[src/gfs_pkg.sv]
// Constants and types of the gating fault supervisor
package gfs_pkg;

  // ----------------------------------------
  // Clock and timing
  // ----------------------------------------
  localparam int unsigned CLK_HZ = 20_000_000;
  localparam int unsigned RESTART_TIMEOUT_S = 120;
  localparam int unsigned TEACH_TIMEOUT_DS = 1500;   // 2.5 min in 0.1 s
  localparam int unsigned KEY_SKEW_MS = 4000;        // 4 s
  localparam int unsigned RESP_MAX_MS = 99;
  localparam int unsigned TICK_MS = 1;
  // Cycles per 1 ms tick, longest time rounds down
  localparam int unsigned TICK_CYCLES = CLK_HZ / 1000 * TICK_MS;
  localparam int unsigned RESTART_TIMEOUT_MS = RESTART_TIMEOUT_S * 1000;
  localparam int unsigned TEACH_TIMEOUT_MS = TEACH_TIMEOUT_DS * 100;

  // ----------------------------------------
  // Operating modes
  // ----------------------------------------
  localparam logic [2:0] MODE_ONE = 3'h1;
  localparam logic [2:0] MODE_FIVE = 3'h5;

  // ----------------------------------------
  // Diagnostic codes hold the code number, class goes out on diag_class
  // ----------------------------------------
  localparam logic [1:0] CLS_NONE = 2'h0;
  localparam logic [1:0] CLS_LOCK = 2'h1;
  localparam logic [1:0] CLS_AUTO = 2'h2;
  localparam logic [1:0] CLS_NOTE = 2'h3;
  localparam logic [7:0] CODE_NONE = 8'h00;
  localparam logic [7:0] CODE_E78 = 8'h4e;
  localparam logic [7:0] CODE_E79 = 8'h4f;
  localparam logic [7:0] CODE_E80 = 8'h50;
  localparam logic [7:0] CODE_E87 = 8'h57;
  localparam logic [7:0] CODE_E92 = 8'h5c;
  localparam logic [7:0] CODE_U55 = 8'h37;
  localparam logic [7:0] CODE_U56 = 8'h38;
  localparam logic [7:0] CODE_U61 = 8'h3d;
  localparam logic [7:0] CODE_U62 = 8'h3e;
  localparam logic [7:0] CODE_U69 = 8'h45;
  localparam logic [7:0] CODE_U71 = 8'h47;
  localparam logic [7:0] CODE_U74 = 8'h4a;
  localparam logic [7:0] CODE_U75 = 8'h4b;
  localparam logic [7:0] CODE_U80 = 8'h50;
  localparam logic [7:0] CODE_U82 = 8'h52;

  typedef enum logic [1:0] {GFS_IDLE, GFS_RUN, GFS_LOCK} gfs_state_e;

endpackage

[src/gfs_supervisor.sv]
// Fault supervisor for the gating light curtain receiver
`timescale 1ns/100ps

module gfs_supervisor
  import gfs_pkg::*;
#(
  parameter int unsigned RESTART_MS = RESTART_TIMEOUT_MS,
  parameter int unsigned TEACH_MS = TEACH_TIMEOUT_MS,
  parameter int unsigned SKEW_MS = KEY_SKEW_MS,
  parameter int unsigned TICK_CY = TICK_CYCLES
) (
  // Clock and reset
  input wire logic mclk,
  input wire logic srst,
  // Controller pins
  input wire logic gating_control_input,
  input wire logic gating_hold_input,
  input wire logic reset_button,
  input wire logic teach_key_a,
  input wire logic teach_key_b,
  input wire logic [2:0] mode_setting,
  // Internal status from the sensor core
  input wire logic mode_valid,
  input wire logic gating_initiating,
  input wire logic gating_timeout,
  input wire logic channel_corrupt,
  input wire logic teach_active,
  input wire logic teach_done,
  input wire logic teach_floating,
  input wire logic [7:0] resp_time_ms,
  input wire logic teach_plausible,
  input wire logic teach_consistent,
  input wire logic safety_switching_output_request,
  // Results
  output logic safety_switching_output,
  output logic restart_interlock,
  output logic fault_locked,
  output logic [7:0] diag_code,
  output logic [1:0] diag_class
);

  // Counter widths bound the timing parameters
  if (TICK_CY == 32'h0 || TICK_CY > 32'h10000 ||
      RESTART_MS == 32'h0 || RESTART_MS > 32'h3ffff ||
      TEACH_MS == 32'h0 || TEACH_MS > 32'h3fffff ||
      SKEW_MS == 32'h0 || SKEW_MS > 32'h1fff) begin : g_bad_param
    $error("gfs_supervisor: timing parameter out of range");
  end

  // ----------------------------------------
  // Pin synchronisers
  // ----------------------------------------
  localparam int NPIN = 8;
  logic [NPIN-1:0] pin_raw;
  logic [NPIN-1:0] s1_q, s2_q, s3_q, flt_q, flt_d;
  assign pin_raw = {mode_setting, teach_key_b, teach_key_a, reset_button,
                    gating_hold_input, gating_control_input};

  // A level counts once the second and third stage agree
  always_comb begin
    flt_d = flt_q;
    for (int i = 0; i < NPIN; i++) begin
      if (s2_q[i] == s3_q[i]) begin
        flt_d[i] = s3_q[i];
      end
    end
  end

  // Kept out of reset, so start-up checks see settled pin levels
  always_ff @(posedge mclk) begin
    s1_q <= pin_raw;
    s2_q <= s1_q;
    s3_q <= s2_q;
    flt_q <= flt_d;
  end

  logic cs, th, rb, ka, kb;
  logic [2:0] mode;
  assign {mode, kb, ka, rb, th, cs} = flt_q;

  // ----------------------------------------
  // Millisecond tick and counters
  // ----------------------------------------
  logic [15:0] div_q, div_d;
  logic tick_q, tick_d;
  logic [17:0] rst_ms_q, rst_ms_d;
  logic [21:0] teach_ms_q, teach_ms_d;
  logic [12:0] skew_ms_q, skew_ms_d;

  function automatic logic [21:0] sat_inc(input logic [21:0] v,
                                          input logic en);
    sat_inc = (en && v != '1) ? v + 22'h1 : v;
  endfunction

  always_comb begin
    tick_d = 1'b0;
    div_d = div_q + 16'h1;
    if (div_q == 16'(TICK_CY - 1)) begin
      div_d = '0;
      tick_d = 1'b1;
    end
    // Counters restart whenever their condition drops
    rst_ms_d = rb ? 18'(sat_inc(22'(rst_ms_q), tick_q)) : '0;
    teach_ms_d = teach_active ? sat_inc(teach_ms_q, tick_q) : '0;
    skew_ms_d = (ka ^ kb) ? 13'(sat_inc(22'(skew_ms_q), tick_q)) : '0;
  end

  always_ff @(posedge mclk) begin
    if (srst) begin
      div_q <= '0;
      tick_q <= 1'b0;
      rst_ms_q <= '0;
      teach_ms_q <= '0;
      skew_ms_q <= '0;
    end else begin
      div_q <= div_d;
      tick_q <= tick_d;
      rst_ms_q <= rst_ms_d;
      teach_ms_q <= teach_ms_d;
      skew_ms_q <= skew_ms_d;
    end
  end

  // ----------------------------------------
  // Supervisor state
  // ----------------------------------------
  gfs_state_e st_q, st_d;
  logic [2:0] run_mode_q, run_mode_d;
  logic [7:0] lock_code_q, lock_code_d;
  logic [7:0] hold_code_q, hold_code_d;
  logic interlock_q, interlock_d;
  logic rb_prev_q, cs_prev_q, th_prev_q;
  logic startup_q, startup_d;
  logic rb_rise, rb_fall, rb_edge, other_edge;

  assign rb_rise = rb && !rb_prev_q;
  assign rb_fall = !rb && rb_prev_q;
  assign rb_edge = rb_rise || rb_fall;
  assign other_edge = (cs != cs_prev_q) || (th != th_prev_q);

  always_comb begin
    st_d = st_q;
    run_mode_d = run_mode_q;
    lock_code_d = lock_code_q;
    hold_code_d = hold_code_q;
    interlock_d = interlock_q;
    startup_d = 1'b0;
    unique case (st_q)
      GFS_IDLE: begin
        run_mode_d = mode;
        hold_code_d = CODE_NONE;
        if (!mode_valid || rb) begin
          st_d = GFS_LOCK;
          lock_code_d = CODE_E80;
        end else if (startup_q && cs) begin
          // Notice stands while the control input stays high
          hold_code_d = CODE_U80;
          startup_d = 1'b1;
        end else begin
          st_d = GFS_RUN;
        end
      end
      GFS_RUN: begin
        if (mode != run_mode_q || !mode_valid) begin
          st_d = GFS_LOCK;
          lock_code_d = (mode_valid) ? CODE_E87 : CODE_E80;
        end else if (run_mode_q == MODE_ONE && gating_initiating
                     && cs == th) begin
          st_d = GFS_LOCK;
          lock_code_d = CODE_E78;
        end else if (gating_timeout) begin
          st_d = GFS_LOCK;
          lock_code_d = CODE_E79;
        end
        if (rst_ms_q >= 18'(RESTART_MS)) begin
          hold_code_d = CODE_U55;
          interlock_d = 1'b1;
        end else if (rb_edge && other_edge) begin
          hold_code_d = CODE_U74;
          interlock_d = 1'b1;
        end else if (rb_fall) begin
          if ((run_mode_q == MODE_ONE && (cs || th)) ||
              (run_mode_q == MODE_FIVE && cs)) begin
            hold_code_d = CODE_U82;
          // restart needs a gating input
          // Mode one locks with E78 first, so this serves mode five
          end else if (!cs && !th && gating_initiating) begin
            hold_code_d = CODE_U56;
          end else begin
            hold_code_d = CODE_NONE;
            interlock_d = 1'b0;
          end
        end
        if (teach_ms_q >= 22'(TEACH_MS)) begin
          hold_code_d = CODE_U61;
          interlock_d = 1'b1;
        end else if (skew_ms_q >= 13'(SKEW_MS)) begin
          hold_code_d = CODE_U62;
          interlock_d = 1'b1;
        end else if (teach_done) begin
          if (teach_floating && resp_time_ms > 8'(RESP_MAX_MS)) begin
            hold_code_d = CODE_U69;
          end else if (!teach_plausible) begin
            hold_code_d = CODE_U71;
          end else if (!teach_consistent) begin
            hold_code_d = CODE_U75;
          end else begin
            hold_code_d = CODE_NONE;
          end
          interlock_d = 1'b1;
        end
      end
      GFS_LOCK: begin
        st_d = GFS_LOCK;
      end
    endcase
  end

  always_ff @(posedge mclk) begin
    if (srst) begin
      st_q <= GFS_IDLE;
      run_mode_q <= '0;
      lock_code_q <= CODE_NONE;
      hold_code_q <= CODE_NONE;
      interlock_q <= 1'b1;
      startup_q <= 1'b1;
      rb_prev_q <= 1'b0;
      cs_prev_q <= 1'b0;
      th_prev_q <= 1'b0;
    end else begin
      st_q <= st_d;
      run_mode_q <= run_mode_d;
      lock_code_q <= lock_code_d;
      hold_code_q <= hold_code_d;
      interlock_q <= interlock_d;
      startup_q <= startup_d && startup_q;
      rb_prev_q <= rb;
      cs_prev_q <= cs;
      th_prev_q <= th;
    end
  end

  // ----------------------------------------
  // Outputs
  // ----------------------------------------
  logic out_d, lock_d;
  logic [7:0] code_d;
  logic [1:0] cls_d;

  always_comb begin
    lock_d = (st_d == GFS_LOCK);
    // channel fault clears with its cause
    if (lock_d) begin
      code_d = lock_code_d;
      cls_d = CLS_LOCK;
    end else if (channel_corrupt) begin
      code_d = CODE_E92;
      cls_d = CLS_AUTO;
    end else if (hold_code_d != CODE_NONE) begin
      code_d = hold_code_d;
      cls_d = CLS_NOTE;
    end else begin
      code_d = CODE_NONE;
      cls_d = CLS_NONE;
    end
    // Any fault or notice holds the safety outputs off
    out_d = safety_switching_output_request && !lock_d && !channel_corrupt &&
            hold_code_d == CODE_NONE && !interlock_d &&
            st_d == GFS_RUN;
  end

  always_ff @(posedge mclk) begin
    if (srst) begin
      safety_switching_output <= 1'b0;
      restart_interlock <= 1'b1;
      fault_locked <= 1'b0;
      diag_code <= CODE_NONE;
      diag_class <= CLS_NONE;
    end else begin
      safety_switching_output <= out_d;
      restart_interlock <= interlock_d;
      fault_locked <= lock_d;
      diag_code <= code_d;
      diag_class <= cls_d;
    end
  end

endmodule

[config.mk]
export PLATFORM = sky130hd
export DESIGN_NAME = gfs_supervisor
export DESIGN_NICKNAME = d
export VERILOG_FILES = /design/src/gfs_pkg.sv /design/src/gfs_supervisor.sv
export SDC_FILE = /design/constraint.sdc
export NUM_CORES = 1
export LEC_CHECK = 0
export BUFFER_PORTS_ARGS = -buffer_cell sky130_fd_sc_hd__buf_2
export CORE_MARGIN = 5
export CORE_UTILIZATION = 54
export DETAILED_ROUTE_END_ITERATION = 16
export HOLD_SLACK_MARGIN = 0.02
export PLACE_DENSITY = 0.85
export SLEW_MARGIN = 0
export SYNTH_ARGS = -nofsm -noshare
export SYNTH_HDL_FRONTEND = slang
export SYNTH_SLANG_ARGS = --single-unit
[constraint.sdc]
create_clock -name mclk -period 2.6 [get_ports mclk]
set_input_delay 0.78 -clock mclk [delete_from_list [all_inputs] [get_ports mclk]]
set_output_delay 0.78 -clock mclk [all_outputs]
set_load 0.05 [all_outputs]
After elaboration in Yosys (flattened, before gate mapping)
Index checks and enable logic that the tools add are counted.

cells by class
  mux-type cells = 45
  order comparisons = 4
  reduce and logical (&&, ||, !) cells = 40
  bitwise logic cells = 4
  add/subtract/negate cells = 4
  equal/unequal tests = 20

operators with widths
  cell                   count
  $mux 8                 13
  $mux 7                 6
  $pmux 8 s2             2
  $add 22x1->22 const B  1
  $ge 22x18->1 const B   1
  $ne 22x22->1 const B   1
  $add 18x1->18 const B  1
  $ge 18x17->1 const B   1
  $logic_and 1x1->1      18
  $add 16x1->16 const B  1
  $eq 16x15->1 const B   1
  $mux 1                 14
  $mux 2                 7
  $add 13x1->13 const B  1
  $ge 13x12->1 const B   1
  $reduce_or 2->1        5
  $eq 1x1->1             9
  $gt 8x7->1 const B     1
  $logic_not 1->1        8
  $logic_not 8->1        1
  $reduce_bool 8->1      1
  $logic_or 1x1->1       6
  $mux 6                 1
  $pmux 2 s3             1
  10 further kinds       15

storage, ports and cells
  flip-flop bits (word level) = 140

Depth between registers and ports, before layout
  depth in word-level cells = 16
  gate-level depth with buffers = 10

Least setup slack after synthesis
Ideal clock, no wire load.

  path kind = register -> register
  from = register flt_q[0]
  to = register diag_code[7]
  buffers on the path = 2
  path slack = 0.197 ns
  data arrival time = 2.308 ns
  stages on the path, launching flop included = 11
  required time = 2.504 ns
  path through = edfxtp_1 -> inv_1 -> ha_1 -> nor4b_2 -> nor3_1 -> a41oi_1 -> and2_1 -> buf_2 -> buf_2 -> nand3_1 -> o41ai_2

on the way
  word-level cells in the longest chain between the ends = 16
  elaborated cells between the ends (all ways) = 37

RTL lines
  element                         RTL line               source
  start, declared                 gfs_supervisor.sv:55   logic [NPIN-1:0] s1_q, s2_q, s3_q, flt_q, flt_d;
  start signal, assigned          gfs_supervisor.sv:74   flt_q <= flt_d;
  $logic_not 1->1                 gfs_supervisor.sv:187  end else if (!cs && !th && gating_initiating) begin
  $logic_and 1x1->1 (2 in a row)  gfs_supervisor.sv:187
  $mux 6                          gfs_supervisor.sv:187
  $mux 7                          gfs_supervisor.sv:182  if ((run_mode_q == MODE_ONE && (cs || th)) ||
  $mux 8                          gfs_supervisor.sv:181  end else if (rb_fall) begin
  $mux 8                          gfs_supervisor.sv:178  end else if (rb_edge && other_edge) begin
  $mux 8                          gfs_supervisor.sv:175  if (rst_ms_q >= 18'(RESTART_MS)) begin
  $mux 8                          gfs_supervisor.sv:200  end else if (teach_done) begin
  $mux 8                          gfs_supervisor.sv:197  end else if (skew_ms_q >= 13'(SKEW_MS)) begin
  $mux 8                          gfs_supervisor.sv:194  if (teach_ms_q >= 22'(TEACH_MS)) begin
  $pmux 8 s2                      gfs_supervisor.sv:148  unique case (st_q)
  $reduce_bool 8->1               gfs_supervisor.sv:259  end else if (hold_code_d != CODE_NONE) begin
  $mux 8                          gfs_supervisor.sv:259
  $mux 8                          gfs_supervisor.sv:256  end else if (channel_corrupt) begin
  $mux 8 (*)                      gfs_supervisor.sv:253  if (lock_d) begin
  end signal, assigned            gfs_supervisor.sv:283  diag_code <= code_d;
  end, declared                   gfs_supervisor.sv:38   output logic [7:0] diag_code,

Every way passes the cells marked *; elsewhere a longest branch is shown, timed or not.
A chain may end at the register's enable or synchronous reset.

Final worst setup path
  from = register teach_ms_q[9]
  to = register safety_switching_output

on the way
  word-level cells in the longest chain between the ends = 7
  elaborated cells between the ends (all ways) = 10

RTL lines
  element                             RTL line               source
  start, declared                     gfs_supervisor.sv:87   logic [21:0] teach_ms_q, teach_ms_d;
  start signal, assigned              gfs_supervisor.sv:119  teach_ms_q <= teach_ms_d;
  $ge 22x18->1 (*)                    gfs_supervisor.sv:194
  $mux 8                              gfs_supervisor.sv:194
  $pmux 8 s2                          gfs_supervisor.sv:148
  $logic_not 8->1                     gfs_supervisor.sv:268  hold_code_d == CODE_NONE && !interlock_d &&
  $logic_and 1x1->1                   gfs_supervisor.sv:267  out_d = safety_switching_output_request && !lock_d && !channel_corrupt &&
  $logic_and 1x1->1 (*) (2 in a row)  gfs_supervisor.sv:268
  end signal, assigned                gfs_supervisor.sv:280  safety_switching_output <= out_d;
  end, declared                       gfs_supervisor.sv:35   output logic safety_switching_output,

Marked as above.

==> results.yml <==
cells_and_area:
  utilization_pct: 63.6
  layout_common_cells: "132 x dfxtp_1, 96 x nor2_1, 46 x nand2_1"
  area_growth_syn_to_layout_pct: 16.9
  finalInstanceArea_mm2: 0.00683
  antenna_cells: 0
  layout-drive-gt1-share_pct: 15.1
  layout_commonest_cell: "dfxtp_1"
  finalNetCount: 737
timing:
  fmaxAchievable_mhz: 412
  fin_crit_ns: 2.43
  maxSlewHeadroom_pct: 55.8
  fin_tns_setup_ns: 0
  hold_viol: 0
  setup_viol: 0
  rsz0062_at_grt: "no"
  fin_crit_sh_pct: 93.3
  holdWs_ns: 0.326
  drv_slew: 0
  worst_slew_pin_slew_ns: 0.663
  clock_skew_ns: 0.00609
power_and_ir_drop:
  powerDensity_mw_per_mm2: 725
  vdd.ir_drop.worst_mv: 0.430
  p_leak_nw: 2.56
worst_hold_path:
  hold_path.class: "flop to flop"
clocking:
  root_buffer: "clkbuf_8"
  clock_path_buffers: 2
  h-tree-depth: 4
  cts_resized: 0
  clock_latency_ns: 0.53
  clkSinkCount: 140
  clk_pin_slew_ns: 0.06
  post-cts-setup-buffers: 0
  cts-buffers-inserted: 17
  cts_tree: "done"
  cts_hold_buf: 0
critical_path:
  critical_path_arrival_ns: 2.90
  crit_type: "flop to flop"
  crit_required_ns: 3.07
  cp-start-kind: "flop"
  crit_fanout: 5
  critPathCaptureType: "flop"
grt:
  antenna_found_initial: 0
  grt_pass1_vias: 4694
  overflow: 0
  grt_use_total_pct: 19.8
  grt_start_max_net_pins: 29
  grt_first_pass_wirelength_um: 20800
logic_synthesis:
  synth_compound_area_share_pct: 11.6
  synthTopCellsByArea: "dfxtp_1 45%, nor2_1 6.2%, xnor2_1 5.2%, xor2_1 4.5%, edfxtp_1 4.1%"
  ys_warn_count: 0
  synth_top_family_by_area: "simple AND/OR/NAND/NOR gates"
  netlist_area_mm2: 0.00585
  yosysUniqueCellTypes: 63
  synth_flop_cell: "dfxtp_1"
  synth_top_area_share_pct: 45.2
  synthAdderAreaFrac_pct: 2.57
  synth-edff-count: 8
  synthMuxAreaShare_pct: 1.20
  ys_ff_latch: 140
  syn-num-nets: 681
  seq_area_frac_synth_pct: 49.3
  syn_area_per_cell_um2: 9.12
  syn_inst: 641
  yosys.area_share.xor_xnor_pct: 9.74
  synth_top_area_cell: "dfxtp_1"
  async_flop_share_pct: 0
  yosys.area_share.simple_pct: 22.3
floorplan:
  initial_core_util_pct: 54.4
  placementRows: 38
  fp.dieArea_mm2: 0.0130
  ios: 41
  die_h_um: 114
  dieWidth_um: 114
  core_mm2: 0.0107
detailed_routing:
  drt_iter0_markers: 357
  antenna_left: 0
  routed_wl_um: 12100
  drtPass1Iterations: 5
  vias_per_cell: 5.55
  drt-wirelength-per-cell_um: 14.3
  drc: 0
  vias: 4716
place:
  place.gp.congestion: 0.886
  placed_cell_area_mm2: 0.00628
  port_buffers: 38
  dp_hpwl_um: 8670
run:
  cap_violations: 0
status:
  status: "finished clean"
-- stage by stage --
step / total power, mW / setup slack (ns) / std cells
detailed placement: 2.76 / 0.0255 / 818
floorplan: 2.62 / 0.197 / 641
global route: 5.16 / 0.00453 / 850
CTS: 4.99 / 0.182 / 850
global placement: 2.74 / 0.0820 / 818
finish: 4.95 / 0.173 / 850
-- kinds of logic (layout without fill, tap and decap cells) --
kind of cell,after synthesis,after routing
muxes,7,7
xor gates and xnor gates,65,65
adders and majority gates,12,12
and+or+nand+nor,267,267
buffers and inverters,50,119
DFF,140,140
AOI/OAI and AO/OA,100,100
-- sequential cells by signal, indices dropped and copies added, names as in the netlist, 3 cells and up --
name and flops:
teach_ms_q 22, rst_ms_q 18, div_q 16, skew_ms_q 13, diag_code 8, flt_q 8, hold_code_q 8, lock_code_q 8
s1_q 8, s2_q 8, s3_q 8, run_mode_q 3
-- worst max-delay path: stages, from the launching register on --
cell      delay [ns]
dfxtp_1         0.34
or4_4           0.55
a21oi_4         0.15
o211ai_2        0.13
or4_4           0.56
a22o_1          0.26
nor4_2          0.21
and3_1          0.18
-- final timing paths --
check / endpoint / cells past startpoint / startpoint / slack, ns
worst min-delay path: s2_q[0] / 0 / s1_q[0] / 0.33
worst max register to register: safety_switching_output / 7 / teach_ms_q[9] / 0.17
worst max-delay path: safety_switching_output / 7 / teach_ms_q[9] / 0.17
worst min register to register: s2_q[0] / 0 / s1_q[0] / 0.33
-- cells in the mapped netlist, types with 2 or more instances --
cell and instances:
xor2_1 30, mux2i_1 7, o21ai_0 24, edfxtp_1 8, and4_1 2, inv_1 29, xnor2_1 35, ha_1 12
a311oi_1 3, a22oi_1 2, and3_1 12, a31oi_1 5, o41ai_1 3, and2_1 5, a211o_1 2, nor2_1 96
clkbuf_1 18, nand3_1 28, or4_4 2, a221oi_1 3, o211ai_1 5, or3_1 16, nand2b_1 9, nand4_1 14
nor3_1 18, a21oi_1 26, nand2_1 46, buf_2 2, nor2b_1 3, dfxtp_1 132, a211oi_1 5, o211ai_2 2
or2_2 4, a21o_1 2, nor4_1 2, o221ai_1 2
-- layer usage --
metal | vias to the layer above | part of all wire, % | track usage, %
li1 | 2330 | - | -
met1 | 2227 | 40 | 21.9
met2 | 126 | 53 | 35.8
met3 | 33 | 5.3 | 5.46
met4 | 0 | 2.1 | 8.08
met5 | - | 0 | 0
-- power breakdown --
| group | internal [mW] | leakage (nW) | switching (mW) |
|---|---|---|---|
| Combinational | 0.158 | 1.13 | 0.278 |
| Sequential | 2.24 | 1.16 | 0.0391 |
| Clock | 1.29 | 0.269 | 0.948 |
| Total | 3.69 | 2.56 | 1.27 |
-- area by class of cell --
cell class | instances | area, um^2
fillers | 845 | 3910
repair buffers | 58 | 340
clock inverters | 14 | 136
clock buffers | 18 | 418
well taps | 140 | 175
multi-input cells | 451 | 2770
flip-flops and latches | 140 | 2880
inverters | 29 | 109
No activity file was read; power rests on OpenSTA's default activity.
